File: config.mk
export PLATFORM = sky130hd
export DESIGN_NAME = nibble_transfer_exchange_unit
export DESIGN_NICKNAME = d
export VERILOG_FILES = /design/src/hw/nxu_pkg.sv /design/src/hw/pointer_stepper.sv /design/src/hw/nibble_transfer_exchange_unit.sv
export VERILOG_INCLUDE_DIRS = /design/src /design/src/hw
export SDC_FILE = /design/constraint.sdc
export NUM_CORES = 1
export LEC_CHECK = 0
export ABC_AREA = 1
export BUFFER_PORTS_ARGS = -buffer_cell sky130_fd_sc_hd__buf_4
export CORE_MARGIN = 3
export CORE_UTILIZATION = 55
export DETAILED_ROUTE_END_ITERATION = 6
export GPL_TIMING_DRIVEN = 0
export PLACE_DENSITY_LB_ADDON = 0.15
export SLEW_MARGIN = 5
export SYNTH_ARGS = -nofsm -noshare
export SYNTH_HDL_FRONTEND = slang
export SYNTH_SLANG_ARGS = --single-unit
File: constraint.sdc
create_clock -name CLK -period 6.1 [get_ports CLK]
set_clock_uncertainty 0.05 [all_clocks]
set_input_delay 0.61 -clock CLK [delete_from_list [all_inputs] [get_ports CLK]]
set_output_delay 0.61 -clock CLK [all_outputs]
set_load 0.01 [all_outputs]
File: src/hw/nxu_map.svh
`ifndef NXU_MAP_SVH
`define NXU_MAP_SVH

// Nibble register file positions, primary bank
`define NXU_NIB_ACC      4'h0
`define NXU_NIB_UPPER    4'h1
`define NXU_NIB_PTR_LO   4'h2
`define NXU_NIB_PTR_HI   4'h3
`define NXU_NIB_SEC_LO   4'h4
`define NXU_NIB_SEC_HI   4'h5
`define NXU_NIB_THR_LO   4'h6
`define NXU_NIB_THR_HI   4'h7

// Pair numbers on the operand select
`define NXU_PAIR_ACC     3'h0
`define NXU_PAIR_PTR     3'h1
`define NXU_PAIR_SEC     3'h2
`define NXU_PAIR_THR     3'h3

// Register reset value
`define NXU_NIB_RESET    4'h0

// Pointer step limits
`define NXU_WRAP_UP      4'h0
`define NXU_WRAP_DOWN    4'hF

// Last byte of a program memory page
`define NXU_PAGE_LAST    8'hFF

`endif

File: src/hw/nxu_pkg.sv
package nxu_pkg;

  // Operations taken on the request port
  typedef enum logic [4:0] {
    OP_LD_IMM_PAIR = 5'h00,
    OP_LD_NIB_IND  = 5'h01,
    OP_ST_NIB_IND  = 5'h02,
    OP_LD_PAIR_IND = 5'h03,
    OP_ST_PAIR_IND = 5'h04,
    OP_LD_NIB_DIR  = 5'h05,
    OP_ST_NIB_DIR  = 5'h06,
    OP_LD_PAIR_DIR = 5'h07,
    OP_ST_PAIR_DIR = 5'h08,
    OP_MOV_REG_ACC = 5'h09,
    OP_MOV_ACC_REG = 5'h0A,
    OP_MOV_PR_ACC  = 5'h0B,
    OP_MOV_ACC_PR  = 5'h0C,
    OP_SWP_NIB_IND = 5'h0D,
    OP_SWP_PR_IND  = 5'h0E,
    OP_SWP_NIB_DIR = 5'h0F,
    OP_SWP_PR_DIR  = 5'h10,
    OP_SWP_REG     = 5'h11,
    OP_SWP_PAIR    = 5'h12,
    OP_TABLE_READ  = 5'h13
  } op_t;

  // Indirect pointer choices
  typedef enum logic [2:0] {
    PTR_PAIR     = 3'b000,
    PTR_PAIR_INC = 3'b001,
    PTR_PAIR_DEC = 3'b010,
    PTR_SECOND   = 3'b011,
    PTR_MIXED    = 3'b100
  } ptr_sel_t;

  // Sequencer states
  typedef enum logic [3:0] {
    ST_IDLE     = 4'b0000,
    ST_LO_ADDR  = 4'b0001,
    ST_LO_DATA  = 4'b0010,
    ST_LO_WRITE = 4'b0011,
    ST_HI_ADDR  = 4'b0100,
    ST_HI_DATA  = 4'b0101,
    ST_HI_WRITE = 4'b0110,
    ST_TBL_ADDR = 4'b0111,
    ST_TBL_DATA = 4'b1000
  } state_t;

endpackage

File: src/hw/pointer_stepper.sv
`timescale 1ns/1ps
`default_nettype none
`include "nxu_map.svh"

module pointer_stepper (
  input  wire logic [3:0] low_in,
  input  wire logic       down,
  output logic      [3:0] low_out,
  output logic            wrap
);

  // Step the pointer low nibble and flag the wrap value
  always_comb begin
    if (down) begin
      low_out = low_in - 4'h1;
      wrap    = (low_out == `NXU_WRAP_DOWN);
    end else begin
      low_out = low_in + 4'h1;
      wrap    = (low_out == `NXU_WRAP_UP);
    end
  end

endmodule // pointer_stepper
`default_nettype wire

File: src/hw/nibble_transfer_exchange_unit.sv
// Operation
// - Immediate byte loads only second or third pair
// - Post-increment load skips when low nibble 0
// - Post-decrement load skips when low nibble F
// - Indirect nibble load has five pointer choices
// - Pointer pair load ignores pointer low bit
// - Pointer pair store forces low bit zero
// - Direct nibble load uses full byte address
// - Direct pair load takes even addresses only
// - Direct pair store uses even address, next
// - Any primary-bank nibble register copies into accumulator
// - Any pair, either bank, copies into acc_pair
// - acc_pair copies to any other pair
// - Indirect nibble swap with post-step skips
// - Pointer pair swap ignores pointer low bit
// - Direct pair swap on even address only
// - Nibble swap with seven non-accumulator registers
// - acc_pair swaps with any pair, either bank
// - Table read address: next byte's page, second_pair
// - Program counter is only read, never altered
// - Op at page end reads next page
`timescale 1ns/1ps
`default_nettype none
`include "nxu_map.svh"

module nibble_transfer_exchange_unit (
  input  wire logic             CLK,
  input  wire logic             RST,
  input  wire logic             OP_VALID,
  output logic                  OP_READY,
  input  wire nxu_pkg::op_t     OP_CODE,
  input  wire logic       [2:0] OP_SEL,
  input  wire logic       [7:0] OP_IMM,
  input  wire logic      [13:0] OP_PC,
  output logic                  DONE,
  output logic                  REFUSED,
  output logic                  SKIP_NEXT,
  output logic            [7:0] DM_ADDR,
  output logic                  DM_RE,
  output logic                  DM_WE,
  output logic            [3:0] DM_WDATA,
  input  wire logic       [3:0] DM_RDATA,
  output logic           [13:0] PM_ADDR,
  output logic                  PM_RE,
  input  wire logic       [7:0] PM_RDATA,
  output logic            [7:0] ACC_PAIR,
  output logic            [7:0] POINTER_PAIR,
  output logic            [7:0] SECOND_PAIR,
  output logic            [7:0] THIRD_PAIR
);

  nxu_pkg::state_t state_q;       // Sequencer state
  nxu_pkg::op_t    op_q;          // Operation in flight
  logic      [2:0] sel_q;         // Operand select in flight
  logic      [7:0] addr_q;        // Base data memory address
  logic      [3:0] nib_q [0:15];  // Both register banks
  logic      [7:0] dm_addr_q;     // Data memory address port
  logic            dm_re_q;       // Data memory read strobe
  logic            dm_we_q;       // Data memory write strobe
  logic      [3:0] dm_wdata_q;    // Data memory write data
  logic     [13:0] pm_addr_q;     // Program memory address
  logic            pm_re_q;       // Program memory read strobe
  logic            done_q;        // Completion pulse
  logic            refused_q;     // Refusal pulse
  logic            skip_q;        // Next request is skipped
  logic            accept;        // Request taken this cycle
  logic            legal;         // Request operands allowed
  logic      [7:0] eff_addr;      // Effective address of request
  logic     [13:0] pc_next;       // Address of following byte
  logic      [3:0] step_low;      // Stepped pointer low nibble
  logic            step_wrap;     // Stepped nibble hit the limit
  logic            step_now;      // Pointer step happens now

  // Memory operations that read before anything else
  function automatic logic is_read(input nxu_pkg::op_t op);
    case (op)
      nxu_pkg::OP_LD_NIB_IND, nxu_pkg::OP_LD_PAIR_IND,
      nxu_pkg::OP_LD_NIB_DIR, nxu_pkg::OP_LD_PAIR_DIR,
      nxu_pkg::OP_SWP_NIB_IND, nxu_pkg::OP_SWP_PR_IND,
      nxu_pkg::OP_SWP_NIB_DIR, nxu_pkg::OP_SWP_PR_DIR: is_read = 1'b1;
      default: is_read = 1'b0;
    endcase
  endfunction

  // Memory operations that only write
  function automatic logic is_store(input nxu_pkg::op_t op);
    case (op)
      nxu_pkg::OP_ST_NIB_IND, nxu_pkg::OP_ST_PAIR_IND,
      nxu_pkg::OP_ST_NIB_DIR, nxu_pkg::OP_ST_PAIR_DIR: is_store = 1'b1;
      default: is_store = 1'b0;
    endcase
  endfunction

  // Memory operations that also write back a read value
  function automatic logic is_swap(input nxu_pkg::op_t op);
    case (op)
      nxu_pkg::OP_SWP_NIB_IND, nxu_pkg::OP_SWP_PR_IND,
      nxu_pkg::OP_SWP_NIB_DIR, nxu_pkg::OP_SWP_PR_DIR: is_swap = 1'b1;
      default: is_swap = 1'b0;
    endcase
  endfunction

  // Memory operations on two nibbles
  function automatic logic is_pair(input nxu_pkg::op_t op);
    case (op)
      nxu_pkg::OP_LD_PAIR_IND, nxu_pkg::OP_ST_PAIR_IND,
      nxu_pkg::OP_LD_PAIR_DIR, nxu_pkg::OP_ST_PAIR_DIR,
      nxu_pkg::OP_SWP_PR_IND, nxu_pkg::OP_SWP_PR_DIR: is_pair = 1'b1;
      default: is_pair = 1'b0;
    endcase
  endfunction

  // Odd address of a pair
  function automatic logic [7:0] odd_of(input logic [7:0] a);
    odd_of = {a[7:1], 1'b1};
  endfunction

  assign accept    = OP_VALID && (state_q == nxu_pkg::ST_IDLE);
  assign OP_READY  = (state_q == nxu_pkg::ST_IDLE);
  assign pc_next   = OP_PC + 14'h0001;
  assign DONE      = done_q;
  assign REFUSED   = refused_q;
  assign SKIP_NEXT = skip_q;
  assign DM_ADDR   = dm_addr_q;
  assign DM_RE     = dm_re_q;
  assign DM_WE     = dm_we_q;
  assign DM_WDATA  = dm_wdata_q;
  assign PM_ADDR   = pm_addr_q;
  assign PM_RE     = pm_re_q;
  // Pair views of the primary bank
  assign ACC_PAIR     = {nib_q[`NXU_NIB_UPPER],  nib_q[`NXU_NIB_ACC]};
  assign POINTER_PAIR = {nib_q[`NXU_NIB_PTR_HI], nib_q[`NXU_NIB_PTR_LO]};
  assign SECOND_PAIR  = {nib_q[`NXU_NIB_SEC_HI], nib_q[`NXU_NIB_SEC_LO]};
  assign THIRD_PAIR   = {nib_q[`NXU_NIB_THR_HI], nib_q[`NXU_NIB_THR_LO]};

  // Operand checks on the request
  always_comb begin
    case (OP_CODE)
      nxu_pkg::OP_LD_IMM_PAIR:
        legal = (OP_SEL == `NXU_PAIR_SEC) || (OP_SEL == `NXU_PAIR_THR);
      nxu_pkg::OP_LD_NIB_IND, nxu_pkg::OP_SWP_NIB_IND:
        legal = (OP_SEL <= nxu_pkg::PTR_MIXED);
      nxu_pkg::OP_LD_PAIR_DIR:
        legal = !OP_IMM[0];
      nxu_pkg::OP_ST_PAIR_DIR:
        legal = !OP_IMM[0];
      nxu_pkg::OP_SWP_PR_DIR:
        legal = !OP_IMM[0];
      nxu_pkg::OP_MOV_ACC_PR:
        legal = (OP_SEL != `NXU_PAIR_ACC);
      nxu_pkg::OP_MOV_ACC_REG, nxu_pkg::OP_SWP_REG:
        legal = (OP_SEL != 3'h0);
      default:
        legal = 1'b1;
    endcase
  end

  // Effective data memory address of the request
  always_comb begin
    case (OP_CODE)
      nxu_pkg::OP_LD_NIB_IND, nxu_pkg::OP_SWP_NIB_IND: begin
        case (OP_SEL)
          nxu_pkg::PTR_SECOND: eff_addr = SECOND_PAIR;
          nxu_pkg::PTR_MIXED:
            eff_addr = {nib_q[`NXU_NIB_SEC_HI], nib_q[`NXU_NIB_PTR_LO]};
          default: eff_addr = POINTER_PAIR;
        endcase
      end
      nxu_pkg::OP_LD_PAIR_IND, nxu_pkg::OP_ST_PAIR_IND,
      nxu_pkg::OP_SWP_PR_IND:
        eff_addr = {POINTER_PAIR[7:1], 1'b0};
      nxu_pkg::OP_LD_NIB_DIR, nxu_pkg::OP_ST_NIB_DIR,
      nxu_pkg::OP_SWP_NIB_DIR, nxu_pkg::OP_LD_PAIR_DIR,
      nxu_pkg::OP_ST_PAIR_DIR, nxu_pkg::OP_SWP_PR_DIR:
        eff_addr = OP_IMM;
      default:
        eff_addr = POINTER_PAIR;
    endcase
  end

  // Pointer step at the end of a post-step nibble access
  assign step_now = ((sel_q == nxu_pkg::PTR_PAIR_INC) ||
                     (sel_q == nxu_pkg::PTR_PAIR_DEC)) &&
                    (((state_q == nxu_pkg::ST_LO_DATA) &&
                      (op_q == nxu_pkg::OP_LD_NIB_IND)) ||
                     ((state_q == nxu_pkg::ST_LO_WRITE) &&
                      (op_q == nxu_pkg::OP_SWP_NIB_IND)));

  pointer_stepper u_step (
    .low_in  (nib_q[`NXU_NIB_PTR_LO]),
    .down    (sel_q == nxu_pkg::PTR_PAIR_DEC),
    .low_out (step_low),
    .wrap    (step_wrap)
  );

  // Sequencer and memory strobes
  always_ff @(posedge CLK) begin
    if (RST) begin
      state_q    <= nxu_pkg::ST_IDLE;
      op_q       <= nxu_pkg::OP_LD_IMM_PAIR;
      sel_q      <= 3'h0;
      addr_q     <= 8'h00;
      dm_addr_q  <= 8'h00;
      dm_re_q    <= 1'b0;
      dm_we_q    <= 1'b0;
      dm_wdata_q <= 4'h0;
      pm_addr_q  <= 14'h0000;
      pm_re_q    <= 1'b0;
      done_q     <= 1'b0;
      refused_q  <= 1'b0;
    end else begin
      done_q    <= 1'b0;
      refused_q <= 1'b0;
      dm_re_q   <= 1'b0;
      dm_we_q   <= 1'b0;
      pm_re_q   <= 1'b0;
      case (state_q)
        nxu_pkg::ST_IDLE: if (accept) begin
          op_q   <= OP_CODE;
          sel_q  <= OP_SEL;
          addr_q <= eff_addr;
          if (skip_q) begin
            done_q <= 1'b1;
          end else if (!legal) begin
            done_q    <= 1'b1;
            refused_q <= 1'b1;
          end else if (OP_CODE == nxu_pkg::OP_TABLE_READ) begin
            // Page of the next byte covers the page-end case
            pm_addr_q <= {pc_next[13:8], SECOND_PAIR};
            pm_re_q   <= 1'b1;
            state_q   <= nxu_pkg::ST_TBL_ADDR;
          end else if (is_read(OP_CODE)) begin
            dm_addr_q <= eff_addr;
            dm_re_q   <= 1'b1;
            state_q   <= nxu_pkg::ST_LO_ADDR;
          end else if (is_store(OP_CODE)) begin
            dm_addr_q  <= eff_addr;
            dm_wdata_q <= nib_q[`NXU_NIB_ACC];
            dm_we_q    <= 1'b1;
            state_q    <= nxu_pkg::ST_LO_WRITE;
          end else begin
            done_q <= 1'b1; // Register-only work completes here
          end
        end
        nxu_pkg::ST_LO_ADDR: state_q <= nxu_pkg::ST_LO_DATA;
        nxu_pkg::ST_LO_DATA: begin
          if (is_swap(op_q)) begin
            // Old accumulator goes back to the same location
            dm_addr_q  <= addr_q;
            dm_wdata_q <= nib_q[`NXU_NIB_ACC];
            dm_we_q    <= 1'b1;
            state_q    <= nxu_pkg::ST_LO_WRITE;
          end else if (is_pair(op_q)) begin
            dm_addr_q <= odd_of(addr_q);
            dm_re_q   <= 1'b1;
            state_q   <= nxu_pkg::ST_HI_ADDR;
          end else begin
            done_q  <= 1'b1;
            state_q <= nxu_pkg::ST_IDLE;
          end
        end
        nxu_pkg::ST_LO_WRITE: begin
          if (is_pair(op_q) && is_swap(op_q)) begin
            dm_addr_q <= odd_of(addr_q);
            dm_re_q   <= 1'b1;
            state_q   <= nxu_pkg::ST_HI_ADDR;
          end else if (is_pair(op_q)) begin
            dm_addr_q  <= odd_of(addr_q);
            dm_wdata_q <= nib_q[`NXU_NIB_UPPER];
            dm_we_q    <= 1'b1;
            state_q    <= nxu_pkg::ST_HI_WRITE;
          end else begin
            done_q  <= 1'b1;
            state_q <= nxu_pkg::ST_IDLE;
          end
        end
        nxu_pkg::ST_HI_ADDR: state_q <= nxu_pkg::ST_HI_DATA;
        nxu_pkg::ST_HI_DATA: begin
          if (is_swap(op_q)) begin
            dm_wdata_q <= nib_q[`NXU_NIB_UPPER];
            dm_we_q    <= 1'b1;
            state_q    <= nxu_pkg::ST_HI_WRITE;
          end else begin
            done_q  <= 1'b1;
            state_q <= nxu_pkg::ST_IDLE;
          end
        end
        nxu_pkg::ST_HI_WRITE: begin
          done_q  <= 1'b1;
          state_q <= nxu_pkg::ST_IDLE;
        end
        nxu_pkg::ST_TBL_ADDR: state_q <= nxu_pkg::ST_TBL_DATA;
        nxu_pkg::ST_TBL_DATA: begin
          done_q  <= 1'b1;
          state_q <= nxu_pkg::ST_IDLE;
        end
        default: state_q <= nxu_pkg::ST_IDLE;
      endcase
    end
  end

  // Skip flag: set by a wrapping post step, spent by the next request
  always_ff @(posedge CLK) begin
    if (RST) begin
      skip_q <= 1'b0;
    end else if (step_now) begin
      skip_q <= step_wrap;
    end else if (accept && skip_q) begin
      skip_q <= 1'b0;
    end
  end

  // Register banks; no carry lives here, so none is touched
  always_ff @(posedge CLK) begin
    if (RST) begin
      for (int i = 0; i < 16; i++) begin
        nib_q[i] <= `NXU_NIB_RESET;
      end
    end else begin
      case (state_q)
        nxu_pkg::ST_IDLE: if (accept && !skip_q && legal) begin
          case (OP_CODE)
            nxu_pkg::OP_LD_IMM_PAIR: begin
              nib_q[{OP_SEL, 1'b0}] <= OP_IMM[3:0];
              nib_q[{OP_SEL, 1'b1}] <= OP_IMM[7:4];
            end
            nxu_pkg::OP_MOV_REG_ACC:
              nib_q[`NXU_NIB_ACC] <= nib_q[{1'b0, OP_SEL}];
            nxu_pkg::OP_MOV_ACC_REG:
              nib_q[{1'b0, OP_SEL}] <= nib_q[`NXU_NIB_ACC];
            nxu_pkg::OP_MOV_PR_ACC: begin
              nib_q[`NXU_NIB_ACC]   <= nib_q[{OP_SEL, 1'b0}];
              nib_q[`NXU_NIB_UPPER] <= nib_q[{OP_SEL, 1'b1}];
            end
            nxu_pkg::OP_MOV_ACC_PR: begin
              nib_q[{OP_SEL, 1'b0}] <= nib_q[`NXU_NIB_ACC];
              nib_q[{OP_SEL, 1'b1}] <= nib_q[`NXU_NIB_UPPER];
            end
            nxu_pkg::OP_SWP_REG: begin
              nib_q[`NXU_NIB_ACC]   <= nib_q[{1'b0, OP_SEL}];
              nib_q[{1'b0, OP_SEL}] <= nib_q[`NXU_NIB_ACC];
            end
            nxu_pkg::OP_SWP_PAIR: begin
              nib_q[`NXU_NIB_ACC]   <= nib_q[{OP_SEL, 1'b0}];
              nib_q[`NXU_NIB_UPPER] <= nib_q[{OP_SEL, 1'b1}];
              nib_q[{OP_SEL, 1'b0}] <= nib_q[`NXU_NIB_ACC];
              nib_q[{OP_SEL, 1'b1}] <= nib_q[`NXU_NIB_UPPER];
            end
            default: ;
          endcase
        end
        nxu_pkg::ST_LO_DATA: begin
          nib_q[`NXU_NIB_ACC] <= DM_RDATA;
          if (step_now) begin
            nib_q[`NXU_NIB_PTR_LO] <= step_low;
          end
        end
        nxu_pkg::ST_LO_WRITE: if (step_now) begin
          nib_q[`NXU_NIB_PTR_LO] <= step_low;
        end
        nxu_pkg::ST_HI_DATA:
          nib_q[`NXU_NIB_UPPER] <= DM_RDATA;
        nxu_pkg::ST_TBL_DATA: begin
          nib_q[`NXU_NIB_ACC]   <= PM_RDATA[3:0];
          nib_q[`NXU_NIB_UPPER] <= PM_RDATA[7:4];
        end
        default: ;
      endcase
    end
  end

  // Post-increment load reports the wrap to zero with its completion
  inc_skip_a: assert property (@(posedge CLK) disable iff (RST)
    DONE && op_q == nxu_pkg::OP_LD_NIB_IND &&
    sel_q == nxu_pkg::PTR_PAIR_INC && !$past(skip_q)
    |-> SKIP_NEXT == (POINTER_PAIR[3:0] == `NXU_WRAP_UP))
    else $error("post-increment skip wrong");

  // Post-decrement swap reports the wrap to F
  dec_skip_a: assert property (@(posedge CLK) disable iff (RST)
    DONE && op_q == nxu_pkg::OP_SWP_NIB_IND &&
    sel_q == nxu_pkg::PTR_PAIR_DEC && !$past(skip_q)
    |-> SKIP_NEXT == (POINTER_PAIR[3:0] == `NXU_WRAP_DOWN))
    else $error("post-decrement skip wrong");

  // Pointer pair load starts on the even nibble
  pair_even_a: assert property (@(posedge CLK) disable iff (RST)
    state_q == nxu_pkg::ST_LO_ADDR && op_q == nxu_pkg::OP_LD_PAIR_IND
    |-> DM_ADDR == {POINTER_PAIR[7:1], 1'b0})
    else $error("pair address not even");

  // Pair store puts the upper nibble at the odd address
  store_hi_a: assert property (@(posedge CLK) disable iff (RST)
    state_q == nxu_pkg::ST_HI_WRITE && is_store(op_q) && is_pair(op_q)
    |-> DM_WE && DM_ADDR[0] && DM_WDATA == ACC_PAIR[7:4])
    else $error("pair store upper half wrong");

  // Odd direct pair load is refused and changes nothing
  odd_refuse_a: assert property (@(posedge CLK) disable iff (RST)
    accept && !skip_q && OP_CODE == nxu_pkg::OP_LD_PAIR_DIR && OP_IMM[0]
    |=> REFUSED && DONE && $stable(ACC_PAIR) && !DM_RE)
    else $error("odd direct pair not refused");

  // Move onto acc_pair itself is refused
  self_move_a: assert property (@(posedge CLK) disable iff (RST)
    accept && !skip_q && OP_CODE == nxu_pkg::OP_MOV_ACC_PR &&
    OP_SEL == `NXU_PAIR_ACC |=> REFUSED)
    else $error("move to acc_pair not refused");

  // Immediate byte lands in the second pair
  imm_load_a: assert property (@(posedge CLK) disable iff (RST)
    accept && !skip_q && OP_CODE == nxu_pkg::OP_LD_IMM_PAIR &&
    OP_SEL == `NXU_PAIR_SEC |=> SECOND_PAIR == $past(OP_IMM) && DONE)
    else $error("immediate pair load wrong");

  // Table read at a page end fetches from the next page
  page_end_a: assert property (@(posedge CLK) disable iff (RST)
    accept && !skip_q && OP_CODE == nxu_pkg::OP_TABLE_READ &&
    OP_PC[7:0] == `NXU_PAGE_LAST
    |=> PM_RE && PM_ADDR[13:8] == $past(OP_PC[13:8]) + 6'h01
        && PM_ADDR[7:0] == SECOND_PAIR)
    else $error("table page wrong");

  // Table data lands in acc_pair two cycles after the strobe
  table_data_a: assert property (@(posedge CLK) disable iff (RST)
    PM_RE |-> ##2 DONE && ACC_PAIR == $past(PM_RDATA))
    else $error("table data not loaded");

  // A skipped request is spent with no effect
  skip_none_a: assert property (@(posedge CLK) disable iff (RST)
    accept && skip_q
    |=> DONE && !SKIP_NEXT && !DM_WE && !DM_RE && !PM_RE &&
        $stable(ACC_PAIR) && $stable(POINTER_PAIR))
    else $error("skipped request had an effect");

endmodule // nibble_transfer_exchange_unit
`default_nettype wire

* Word level (Yosys, flattened, before mapping) *
Memory sizes are Yosys's and may differ from the RTL's.
Index checks and enable logic that the tools add are counted.

cells by class
  bitwise logic cells = 21
  magnitude comparators = 1
  $add $sub $neg = 3
  equal/unequal tests = 56
  multiplexer cells = 184
  reduce and logical (&&, ||, !) cells = 39

operators by type and width
  cell                   number
  $mux 4                 40
  $mux 1                 120
  $mux 8                 10
  $eq 5x4->1 const B     12
  $pmux 8 s3             2
  $eq 5x3->1 const B     6
  $pmux 4 s7             1
  $eq 5x5->1 const B     5
  $reduce_or 4->1        6
  $or 1x1->1             17
  $eq 4x3->1 const B     4
  $pmux 4 s4             1
  $pmux 8 s2             1
  $eq 5x2->1 const B     3
  $mux 3                 5
  $add 14x1->14 const B  1
  $reduce_or 6->1        2
  $reduce_and 11->1      1
  $eq 5x1->1 const B     2
  $ne 2x1->1 const B     5
  $ne 2x2->1 const B     5
  $eq 3x2->1 const B     3
  $ne 3x1->1 const B     3
  $reduce_or 3->1        3
  27 further kinds       46

word-level totals
  bits in read-only memories = 32
  register bits = 52
  bits of input ports = 45
  memory bits (writable) = 64
  output and inout port bits = 65
  word-level logic and storage cells = 319
  memories = 2

memory list
  name              words  width  rd ports  clocked after Yosys merged registers in  wr ports  RTL line                             RTL
  nib_q             16     4      11        0                                        16        nibble_transfer_exchange_unit.sv:56  logic [3:0] nib_q [0:15];
  (name not given)  32     1      1         0                                        0         nibble_transfer_exchange_unit.sv:76  case (op)

* Depth between registers and ports, before layout *
Gate-level depths: netlist of the first run.

  word-level depth = 22
  depth in mapped cells = 18

* Cells and area by module *
Synthesis of the first run repeated with hierarchy kept, for this count alone.

unflattened totals
  cell total of the unflattened synthesis = 910
  area total of the unflattened synthesis = 6901.6 um^2

by module, submodules not included
  module                         cells each  times used  area each (um^2)  sequential area each (um^2)
  nibble_transfer_exchange_unit  882         1           6751.5            2962.8
  pointer_stepper                28          1           150.1             0.0

* Worst setup path after synthesis of the first run *
Ideal clock, no wire load.

  path type = in2reg
  from = in OP_CODE[3]
  to = mem nib_q[2][0] (enable)
  arrival = 2.117 ns
  setup slack = 3.625 ns
  library setup time = 0.307 ns
  stages on the path = 16
  path buffers = 1
  cells stage by stage = buf_2 -> nand2_1 -> nor2_1 -> nand2_2 -> nand3_2 -> nor2_1 -> nand2_1 -> nand3_4 -> nand2_4 -> inv_4 -> nand2_4 -> nor2_8 -> nand2_2 -> inv_2 -> nor2_1 -> nand2_1

RTL lines
  item         RTL line                             RTL
  from (decl)  nibble_transfer_exchange_unit.sv:31  input wire nxu_pkg::op_t OP_CODE,
  to (decl)    nibble_transfer_exchange_unit.sv:56

==> out/metrics.csv, run 1 <==
stage,metric,value,unit
run_status,status,finished clean,
setup_path,crit_start,state_q[3]$_SDFFE_PP0P_,
setup_path,r2r_slack,3430,ps
cts,cts_buffers,17,
cts,htreeDepth,4,
routing,wl,23100,um
timing,finalSetupViolations,0,
timing,tns,0,ps
timing,finalHoldViolations,0,
setup_path,path_depth,10,
yosys,synth_cell_types,53,
yosys,synth.area.top_cells,"edfxtp_1 (28%), dfxtp_1 (15%), nand2_1 (9.4%)",
setup_path,start_kind,flip-flop,
routing,firstDrtPassIters,6,
floorplan,die_area,0.0138,mm2
yosys,synth.top_cells.by_count,"nand2_1 (171), nor2_1 (132), inv_1 (95)",
timing,period_share,43.7,%
power_and_ir_drop,p_leak,3.83,nW
cts,cts_sinks,116,
floorplan,io_pins,110,
cts,clk_pin_slew,50,ps
floorplan,core-area,0.0121,mm2
yosys,yosysWarnings,0,
setup_path,reg2reg_depth,10,
routing,vias_per_cell,5.92,
yosys,syn_nets,958,
setup_path,timing.critical_path.buf_inv,2,
yosys,yosys.cell_count.top_type,nand2_1,
place,io_buffers,106,
grt,grt_pass1_wl,35700,um
yosys,synth_edf_count,64,
cts,cts.path.max_buffers,2,
setup_path,cpPeakStageDelay,330,ps
floorplan,dieWidth,118,um
floorplan,start_util,56.6,%
grt,grtUsageTotal,33.0,%
routing,ant_nets,0,
timing,max_slew_margin,56.1,%
routing,vias,7194,
timing,hold-worst-slack,431,ps
timing,rsz0062_at_grt,false,
yosys,synth_top_area_share,28.0,%
hold_path,hp-class,flip-flop to flip-flop,
timing,worst_pin_slew,658,ps
routing,detail_route.wl_per_cell,19.0,um
layout,layout-drive-gt1-share,19.3,%
layout,fin_nets,1083,
cts,insertion_delay,420,ps
yosys,synthArstFlopShare,0,%
setup_path,worstPathMaxFanout,10,
routing,drtIter0Drc,1064,
layout,fin_util,69.8,%
yosys,syn_area,0.00685,mm2
timing,fmax,375,MHz
setup_path,crit_family,simple AND/OR/NAND/NOR gates,
yosys,synth_top_area_cell,edfxtp_1,
setup_path,crit_required,6130,ps
yosys,ys_seq_area_share,43.2,%
grt,grt_pass1_vias,6608,
grt,antenna_found_initial,0,
cts,hold_buffers,0,
floorplan,num_rows,40,
setup_path,endpoint,nib_q[10][1]$_SDFFCE_PN0P_,
grt,grt_max_degree,17,
setup_path,path_cells,nor2_2 -> nand2_2 -> nor2_4 -> inv_1 -> a21oi_1 -> nand3_2 -> nand2_1 -> buf_6 -> nand2_2 -> nand2_1,
power_and_ir_drop,p_per_area,300,mW/mm2
cts,postCtsSetupBuffers,0,
yosys,avgSynthCellArea,7.54,um2
flow_run,max_cap_viol_count,0,
timing,drv_slew,0,
layout,fillCellCount,1053,
layout,n_antenna_cell,0,
power_and_ir_drop,total_power,2.54,mW
cts,post_cts_resize_count,0,
power_and_ir_drop,ir_drop,0.000343,V
timing,fin_crit,2670,ps
cts,cts_tree,built,
place,post-dp-hpwl,17300,um
setup_path,crit_path_top_delay_cell,nand2_1,
setup_path,r2r_start,state_q[3]$_SDFFE_PP0P_,
setup_path,cp.arrival,2700,ps
routing,route.detailed.drc,0,
place,gp_congestion,0.978,
cts,cts-root-buf,clkbuf_16,
setup_path,endpoint_kind,flip-flop,
yosys,synthFlopType,edfxtp_1,
setup_path,critPathKind,flip-flop to flip-flop,
floorplan,die_h,118,um
setup_path,reg2reg_to,nib_q[10][1]$_SDFFCE_PN0P_,
yosys,ys_ff_latch,116,
yosys,synthCells,909,
layout,layout-area-overhead-vs-synth,23.4,%
grt,grt_overflow,0,
-- registers in the layout, indices dropped and copies added (netlist names) --
name,count
DM_ADDR,8
DM_RE,1
DM_WDATA,4
DM_WE,1
DONE,1
PM_ADDR,14
PM_RE,1
REFUSED,1
SKIP_NEXT,1
addr_q,8
nib_q,64
op_q,5
sel_q,3
state_q,4
-- kinds of logic (layout without fill, tap and decap cells) --
logic type | after synthesis | after routing | share of synthesized area, %
fa+ha+maj | 4 | 4 | 0.730
buf+inv | 130 | 268 | 7.54
compound gates | 216 | 216 | 19.1
simple gates | 433 | 433 | 28.1
xor+xnor | 10 | 10 | 1.28
flops | 116 | 116 | 43.2
-- final cells by class --
type	count	area, um2	share of cell area, %
Buffer	27	128	1.51
Multi-Input combinational cell	663	3370	39.9
Tap cell	168	210	2.49
Clock inverter	7	67.6	0.799
Timing Repair Buffer	106	796	9.41
Inverter	103	389	4.60
Sequential cell	116	2960	35.0
Clock buffer	25	528	6.25
-- per-stage QoR --
step | cells | setup WS, ps | instance area (um2)
finish | 1215 | 3430 | 8450
detailed placement | 1183 | 3120 | 7860
global route | 1215 | 3210 | 8450
CTS | 1215 | 3460 | 8450
global placement | 1183 | 3090 | 7860
floorplan | 909 | 3630 | 6850
-- worst min-delay path by stage --
stage                                  startpoint                       to  cells after the start
after floorplan           state_q[0]$_SDFFE_PP0P_  state_q[3]$_SDFFE_PP0P_                      2
after global placement    DM_ADDR[0]$_SDFFE_PP0P_  DM_ADDR[0]$_SDFFE_PP0P_                      2
after detailed placement  DM_ADDR[0]$_SDFFE_PP0P_  DM_ADDR[0]$_SDFFE_PP0P_                      2
after CTS                 state_q[0]$_SDFFE_PP0P_  state_q[3]$_SDFFE_PP0P_                      2
after global routing                    OP_SEL[1]    sel_q[1]$_SDFFE_PP0P_                      3
final                     state_q[0]$_SDFFE_PP0P_  state_q[3]$_SDFFE_PP0P_                      2
-- power breakdown --
group          internal [mW]  switching [mW]  leakage, nW
registers              0.904          0.0558         1.09
clock network          0.639           0.349        0.297
logic                  0.201           0.387         2.45
total                   1.74           0.792         3.83
-- per-layer routing --
layer | GRT usage, % | wire (um)
met5 | 0 | 0
met4 | 14.8 | 1040
met3 | 9.18 | 2250
met2 | 53.4 | 10900
met1 | 41.4 | 8970
-- tightest hold or removal path, delay by kind of cell, from the launching register on --
family / cells / cell delay, ps
and+or+nand+nor: 2 / 110
DFF: 1 / 320
-- layout by cell type (no fill, tap or decap), drive strengths merged, types with 40 or more instances in the layout --
| cell | instances |
|---|---|
| a21oi | 58 |
| buf | 118 |
| clkbuf | 40 |
| dfxtp | 52 |
| edfxtp | 64 |
| inv | 103 |
| nand2 | 188 |
| nand3 | 62 |
| nor2 | 142 |
| o21ai | 82 |
No activity file was read; power rests on OpenSTA's default activity.
==> inputs of run 2 (changes only) <==
--- a/config.mk
+++ b/config.mk
@@ -9,7 +9,7 @@
 export ABC_AREA = 1
 export BUFFER_PORTS_ARGS = -buffer_cell sky130_fd_sc_hd__buf_4
 export CORE_MARGIN = 3
-export CORE_UTILIZATION = 55
+export CORE_UTILIZATION = 52
 export DETAILED_ROUTE_END_ITERATION = 6
 export GPL_TIMING_DRIVEN = 0
 export PLACE_DENSITY_LB_ADDON = 0.15
==> constraint.sdc (replaced) <==
create_clock -name CLK -period 2.3 [get_ports CLK]
set_clock_uncertainty 0.05 [all_clocks]
set_input_delay 0.23 -clock CLK [delete_from_list [all_inputs] [get_ports CLK]]
set_output_delay 0.23 -clock CLK [all_outputs]
set_load 0.01 [all_outputs]
==> run 2 against run 1 <==
  * Final cell count up 1.8%
  * Clock power rose to 2.7 times the previous value
  * Routed wire length up 4.2%
  * Hold slack worse by 380 ps
  * Global-route usage about the same
  * Via count up 0.75%
  * Register-to-register slack worse by 3400 ps
  * Power rose to 2.7 times the previous value
  * Sequential power rose to 2.7 times the previous value
  * Non-clock buffer count up 18
  * Critical path type is now input port to flip-flop
==> out/metrics.csv, run 2 (same netlist as run 1, synthesis figures left out) <==
stage,metric,value,unit,change
cts,cts_sinks,116,,unchanged
cts,hold_buffers,0,,unchanged
timing,setup_slack,12.6,ps,-3420 ps
setup_path,crit_required,2430,ps,-3700 ps
layout,final_cell_mix,"nand2_1 (159), nor2_1 (129), buf_4 (120), inv_1 (93), o21ai_0 (70)",,
cts,cts_buffers,17,,unchanged
timing,max_slew_margin,35.4,%,-21 points
floorplan,start_util,53.6,%,-2.9 points
routing,route.detailed.drc,0,,unchanged
run_status,status,finished clean,,
setup_path,reg2reg_to,nib_q[1][1]$_DFFE_PP_,,
grt,grt_pass1_wl,36000,um,+1.1%
layout,fin_util,68.7,%,-1.1 points
timing,tns,0,ps,unchanged
place,post-place-ws,-368,ps,-3490 ps
setup_path,cpPeakStageDelay,510,ps,+180 ps
routing,vias_per_cell,5.86,,-1.0%
setup_path,endpoint_kind,flip-flop,,
routing,ant_nets,0,,unchanged
place,io_buffers,106,,unchanged
setup_path,r2r_slack,50,ps,-3380 ps
setup_path,start_kind,input port,,
flow_run,max_cap_viol_count,0,,unchanged
cts,insertion_delay,440,ps,+20 ps
cts,cts-root-buf,clkbuf_16,,
timing,finalSetupViolations,0,,unchanged
timing,fin_crit,2290,ps,
floorplan,core-area,0.0128,mm2,+5.5%
setup_path,crit_top_cell,nand2_1,,
power_and_ir_drop,total_power,6.89,mW,+170%
setup_path,crit_path_top_delay_cell,a311oi_1,,
setup_path,cp.arrival,2420,ps,-280 ps
grt,grt_overflow,0,,unchanged
layout,n_antenna_cell,0,,unchanged
timing,period_share,99.5,%,
routing,vias,7248,,+0.75%
cts,cts.path.max_buffers,2,,unchanged
grt,grt_max_degree,17,,unchanged
hold_path,hold_start,OP_PC[8],,
routing,firstDrtPassIters,6,,unchanged
layout,layout_commonest_cell,nand2_1,,
grt,grt_pass1_vias,6496,,-1.7%
cts,clk_pin_slew,50,ps,about the same
setup_path,r2r_start,state_q[2]$_SDFFE_PP0P_,,
routing,detail_route.wl_per_cell,19.5,um,+2.3%
timing,drv_slew,0,,unchanged
layout,top_register,nib_q,,
cts,htreeDepth,4,,unchanged
grt,antenna_found_initial,0,,unchanged
timing,worst_pin_slew,970,ps,+312 ps
power_and_ir_drop,ir_drop,0.000629,V,+84%
setup_path,path_cells,buf_4 -> inv_1 -> clkbuf_1 -> clkbuf_1 -> nand2_1 -> a311oi_1 -> o21ai_0 -> o211ai_1 -> nand2_1 -> nand2_1 -> nand3_1,,
floorplan,dieWidth,121,um,+2.7%
floorplan,num_rows,41,,+2.5%
routing,drtIter0Drc,1040,,-2.3%
hold_path,hp-class,input port to flip-flop,,
hold_path,hold_depth,3,,+1
layout,fin_nets,1101,,+1.7%
grt,grtUsageTotal,33.0,%,about the same
power_and_ir_drop,p_per_area,785,mW/mm2,+160%
cts,cts_tree,built,,
place,gp_congestion,1.04,,+6.0%
floorplan,die_h,121,um,+2.7%
layout,layout-area-overhead-vs-synth,28.0,%,
timing,rsz0062_at_grt,true,,
setup_path,reg2reg_depth,13,,+3
power_and_ir_drop,p_leak,3.99,nW,+4.0%
timing,finalHoldViolations,0,,unchanged
timing,fmax,437,MHz,
layout,layout-drive-gt1-share,23.1,%,+3.8 points
setup_path,critPathKind,input port to flip-flop,,
place,post-dp-hpwl,17600,um,+1.7%
hold_path,hold_end,PM_ADDR[8]$_SDFFE_PP0P_,,
floorplan,io_pins,110,,unchanged
floorplan,die_area,0.0146,mm2,+5.5%
routing,wl,24100,um,+4.2%
layout,largest_reg_flops,64,,unchanged
setup_path,worstPathMaxFanout,10,,unchanged
==> run 2: worst max-delay path, delay by kind of cell <==
| kind | cells | cell delay, ps |
|---|---|---|
| and+or+nand+nor | 4 | 380 |
| AOI/OAI and AO/OA | 3 | 790 |
| buffers and inverters | 4 | 1020 |
==> run 2: final cells by class <==
| cell class | count | area, um2 |
|---|---|---|
| plain buffers | 27 | 133 |
| clock buffers | 18 | 429 |
| clock inverters | 14 | 154 |
| fillers | 1072 | 4000 |
| inverters | 103 | 389 |
| multi-input cells | 663 | 3530 |
| flip-flops and latches | 116 | 2970 |
| well taps | 172 | 215 |
| repair buffers | 124 | 963 |
==> run 2: where the power goes <==
group | internal (mW) | total [mW] | switching [mW]
clock | 1.60 | 2.64 | 1.04
sequential | 2.40 | 2.56 | 0.159
combinational | 0.618 | 1.69 | 1.07
total | 4.62 | 6.89 | 2.27
==> run 2: metal layers <==
layer  vias up  GRT usage, %  routed length, um  part of all wire (%)
li1       3392             -                  -                     -
met1      3351          45.6               9770                    41
met2       447          50.1              10600                    44
met3        58          10.2               3020                    13
met4         0          9.56                684                   2.8
met5         -             0                  0                     0
==> run 2: through the flow <==
step	instance area, um2	hold slack (ps)	std cells
global route	8770	76.5	1237
finish	8770	51.4	1237
global placement	7860	408	1187
detailed placement	7860	412	1187
CTS	8570	59.7	1225
floorplan	6850	320	909
==> run 2: worst max-delay path by stage <==
stage                             from                    endpoint  slack (ps)  cells past startpoint
2_1_floorplan  state_q[1]$_SDFFE_PP0P_  nib_q[14][0]$_SDFFCE_PN0P_         140                     10
3_3_place_gp                 OP_SEL[2]       nib_q[2][0]$_DFFE_PP_        -340                     16
3_5_place_dp                 OP_SEL[2]   nib_q[9][3]$_SDFFCE_PN0P_        -370                     13
4_1_cts        state_q[1]$_SDFFE_PP0P_       nib_q[1][3]$_DFFE_PP_          -9                     11
5_1_grt        state_q[2]$_SDFFE_PP0P_       nib_q[0][0]$_DFFE_PP_         -70                      9
6_report                     OP_SEL[0]       nib_q[1][3]$_DFFE_PP_          10                     11
==> run 2: what timing repair did <==
item	CTS	global route
endpoints found under the setup margin	109	101
pin swaps	3	10
cloned	0	0
resized for setup	14	32
setup buffers	6	12
==> inputs of run 3 (changes only) <==
--- a/config.mk
+++ b/config.mk
@@ -12,7 +12,8 @@
 export CORE_UTILIZATION = 52
 export DETAILED_ROUTE_END_ITERATION = 6
 export GPL_TIMING_DRIVEN = 0
-export PLACE_DENSITY_LB_ADDON = 0.15
+export PLACE_DENSITY = 0.86
+export SETUP_SLACK_MARGIN = 0.2
 export SLEW_MARGIN = 5
 export SYNTH_ARGS = -nofsm -noshare
 export SYNTH_HDL_FRONTEND = slang
==> run 3 against run 2 <==
  * Final cell count increased by 1.3%
  * Count of clock-buffer cells in the layout increased by 8
  * Worst setup slack improved by 44 ps
  * Critical path type is now flip-flop to flip-flop
==> out/metrics.csv, run 3 (same netlist as run 1, synthesis figures left out) <==
stage,metric,value,unit,change
grt,grt_pass1_wl,37100,um,+3.0%
setup_path,crit_required,2390,ps,-40 ps
timing,max_slew_margin,47.8,%,+12 points
timing,drv_slew,0,,unchanged
cts,cts_buffers,17,,unchanged
layout,fin_area,0.00933,mm2,+6.3%
layout,layout-area-overhead-vs-synth,36.1,%,
power_and_ir_drop,p_leak,4.17,nW,+4.6%
routing,firstDrtPassIters,6,,unchanged
routing,wl,25900,um,+7.5%
cts,cts.path.max_buffers,2,,unchanged
floorplan,start_util,53.6,%,unchanged
floorplan,core-area,0.0128,mm2,unchanged
run_status,status,finished clean,,
routing,ant_nets,0,,unchanged
layout,fillCellCount,914,,-15%
routing,vias,7756,,+7.0%
setup_path,endpoint_kind,flip-flop,,
layout,final_cell_mix,"nand2_1 (144), buf_4 (126), nor2_1 (118), inv_1 (86), o21ai_0 (69)",,
floorplan,num_rows,41,,unchanged
setup_path,cp.arrival,2330,ps,-90 ps
routing,drtIter0Drc,1196,,+15%
layout,fin_nets,1117,,+1.5%
cts,htreeDepth,4,,unchanged
routing,route.detailed.drc,0,,unchanged
layout,largest_reg_flops,64,,unchanged
timing,worst_pin_slew,783,ps,-186 ps
place,io_buffers,106,,unchanged
cts,cts_sinks,116,,unchanged
floorplan,die_h,121,um,unchanged
place,place_area,0.00787,mm2,about the same
grt,grt_overflow,0,,unchanged
floorplan,dieWidth,121,um,unchanged
cts,cts-root-buf,clkbuf_16,,
layout,fin_cells,1253,,+1.3%
grt,grt_max_degree,17,,unchanged
setup_path,start_kind,flip-flop,,
layout,layout-drive-gt1-share,29.4,%,+6.3 points
cts,clk_pin_slew,50,ps,about the same
timing,period_share,97.6,%,-1.9 points
place,post-dp-hpwl,17400,um,-1.1%
layout,n_antenna_cell,0,,unchanged
grt,antenna_found_initial,0,,unchanged
timing,fmax,446,MHz,+1.9%
grt,grtUsageTotal,33.5,%,+0.49 points
floorplan,die_area,0.0146,mm2,unchanged
power_and_ir_drop,p_per_area,751,mW/mm2,-4.3%
timing,finalSetupViolations,0,,unchanged
grt,grt_pass1_vias,6826,,+5.1%
cts,cts_tree,built,,
timing,fin_crit,2240,ps,-43.6 ps
routing,detail_route.wl_per_cell,20.7,um,+6.1%
layout,layout_commonest_cell,nand2_1,,
flow_run,max_cap_viol_count,0,,unchanged
power_and_ir_drop,ir_drop,0.000485,V,-23%
layout,top_register,nib_q,,
hold_path,hp-class,input port to flip-flop,,
timing,rsz0062_at_grt,true,,
setup_path,critPathKind,flip-flop to flip-flop,,
place,gp_congestion,1.01,,-2.2%
cts,insertion_delay,430,ps,about the same
place,post-place-cells,1187,,unchanged
cts,hold_buffers,0,,unchanged
setup_path,worstPathMaxFanout,9,,-1
routing,vias_per_cell,6.19,,+5.6%
timing,finalHoldViolations,0,,unchanged
floorplan,io_pins,110,,unchanged
## run 3: cell count changes in the layout (fill, tap and decap cells not counted), sizes merged
cell and change:
buf +15, bufinv -2, clkinvlp -2, inv -4, clkbuf +9
## run 3: through the flow
step	setup slack, ps	power [mW]	utilization (%)	hold WS (ps)	setup TNS [ps]
2_1_floorplan	193	3.51	-	320	0
3_3_place_gp	-336	4.07	61.6	410	-23930
3_5_place_dp	-348	4.10	61.6	414	-26590
4_1_cts	157	6.72	68.5	49.5	0
5_1_grt	-7.65	7.27	73.0	88.4	-23.9
6_report	56.2	7.01	73.0	62.7	0
## run 3: power by group
part           internal [mW]  switching [mW]  total (mW)
clock                   1.62           0.953        2.57
sequential              2.40           0.165        2.57
combinational          0.701            1.17        1.87
## run 3: path summary, 6_finish.rpt
check                                        startpoint                      end  slack, ps  cells past startpoint
worst max-delay path            state_q[3]$_SDFFE_PP0P_    nib_q[2][1]$_DFFE_PP_         60                     11
worst min-delay path                         OP_CODE[0]     op_q[0]$_SDFFE_PP0P_         60                      3
worst max register to register  state_q[3]$_SDFFE_PP0P_    nib_q[2][1]$_DFFE_PP_         60                     11
worst min register to register  DM_ADDR[0]$_SDFFE_PP0P_  DM_ADDR[0]$_SDFFE_PP0P_        420                      2
## run 3: layout make-up
class                   count  area (um2)  area share [%]
inverters                 103         402            4.31
flip-flops and latches    116        2970            31.8
clock buffers              26         542            5.81
repair buffers            140        1150            12.3
clock inverters             6        37.5           0.402
plain buffers              27         160            1.72
multi-input cells         663        3850            41.3
well taps                 172         215            2.31
## run 3: timing repair
item	CTS	global route
setup endpoints to repair	134	135
buffers inserted	14	19
gates cloned	0	1
pin swaps	12	40
resized for setup	38	116
## run 3: worst max-delay path, stage by stage, from the launching register on
cell,delay [ps]
dfxtp_2,330
nor2_4,160
nand2_4,90
nor2_4,190
clkinv_4,130
a21oi_4,180
nand3_4,130
nand2_4,120
nand2_2,180
nand2_1,140
inv_1,100
nand2_2,130
## run 3: per-layer routing
metal / track usage [%] / up-vias / wire, um
met4: 18.3 / 0 / 1530
met3: 8.56 / 140 / 3320
met1: 45.3 / 3543 / 9690
met5: 0 / - / 0
li1: - / 3427 / -
met2: 49.2 / 646 / 11400
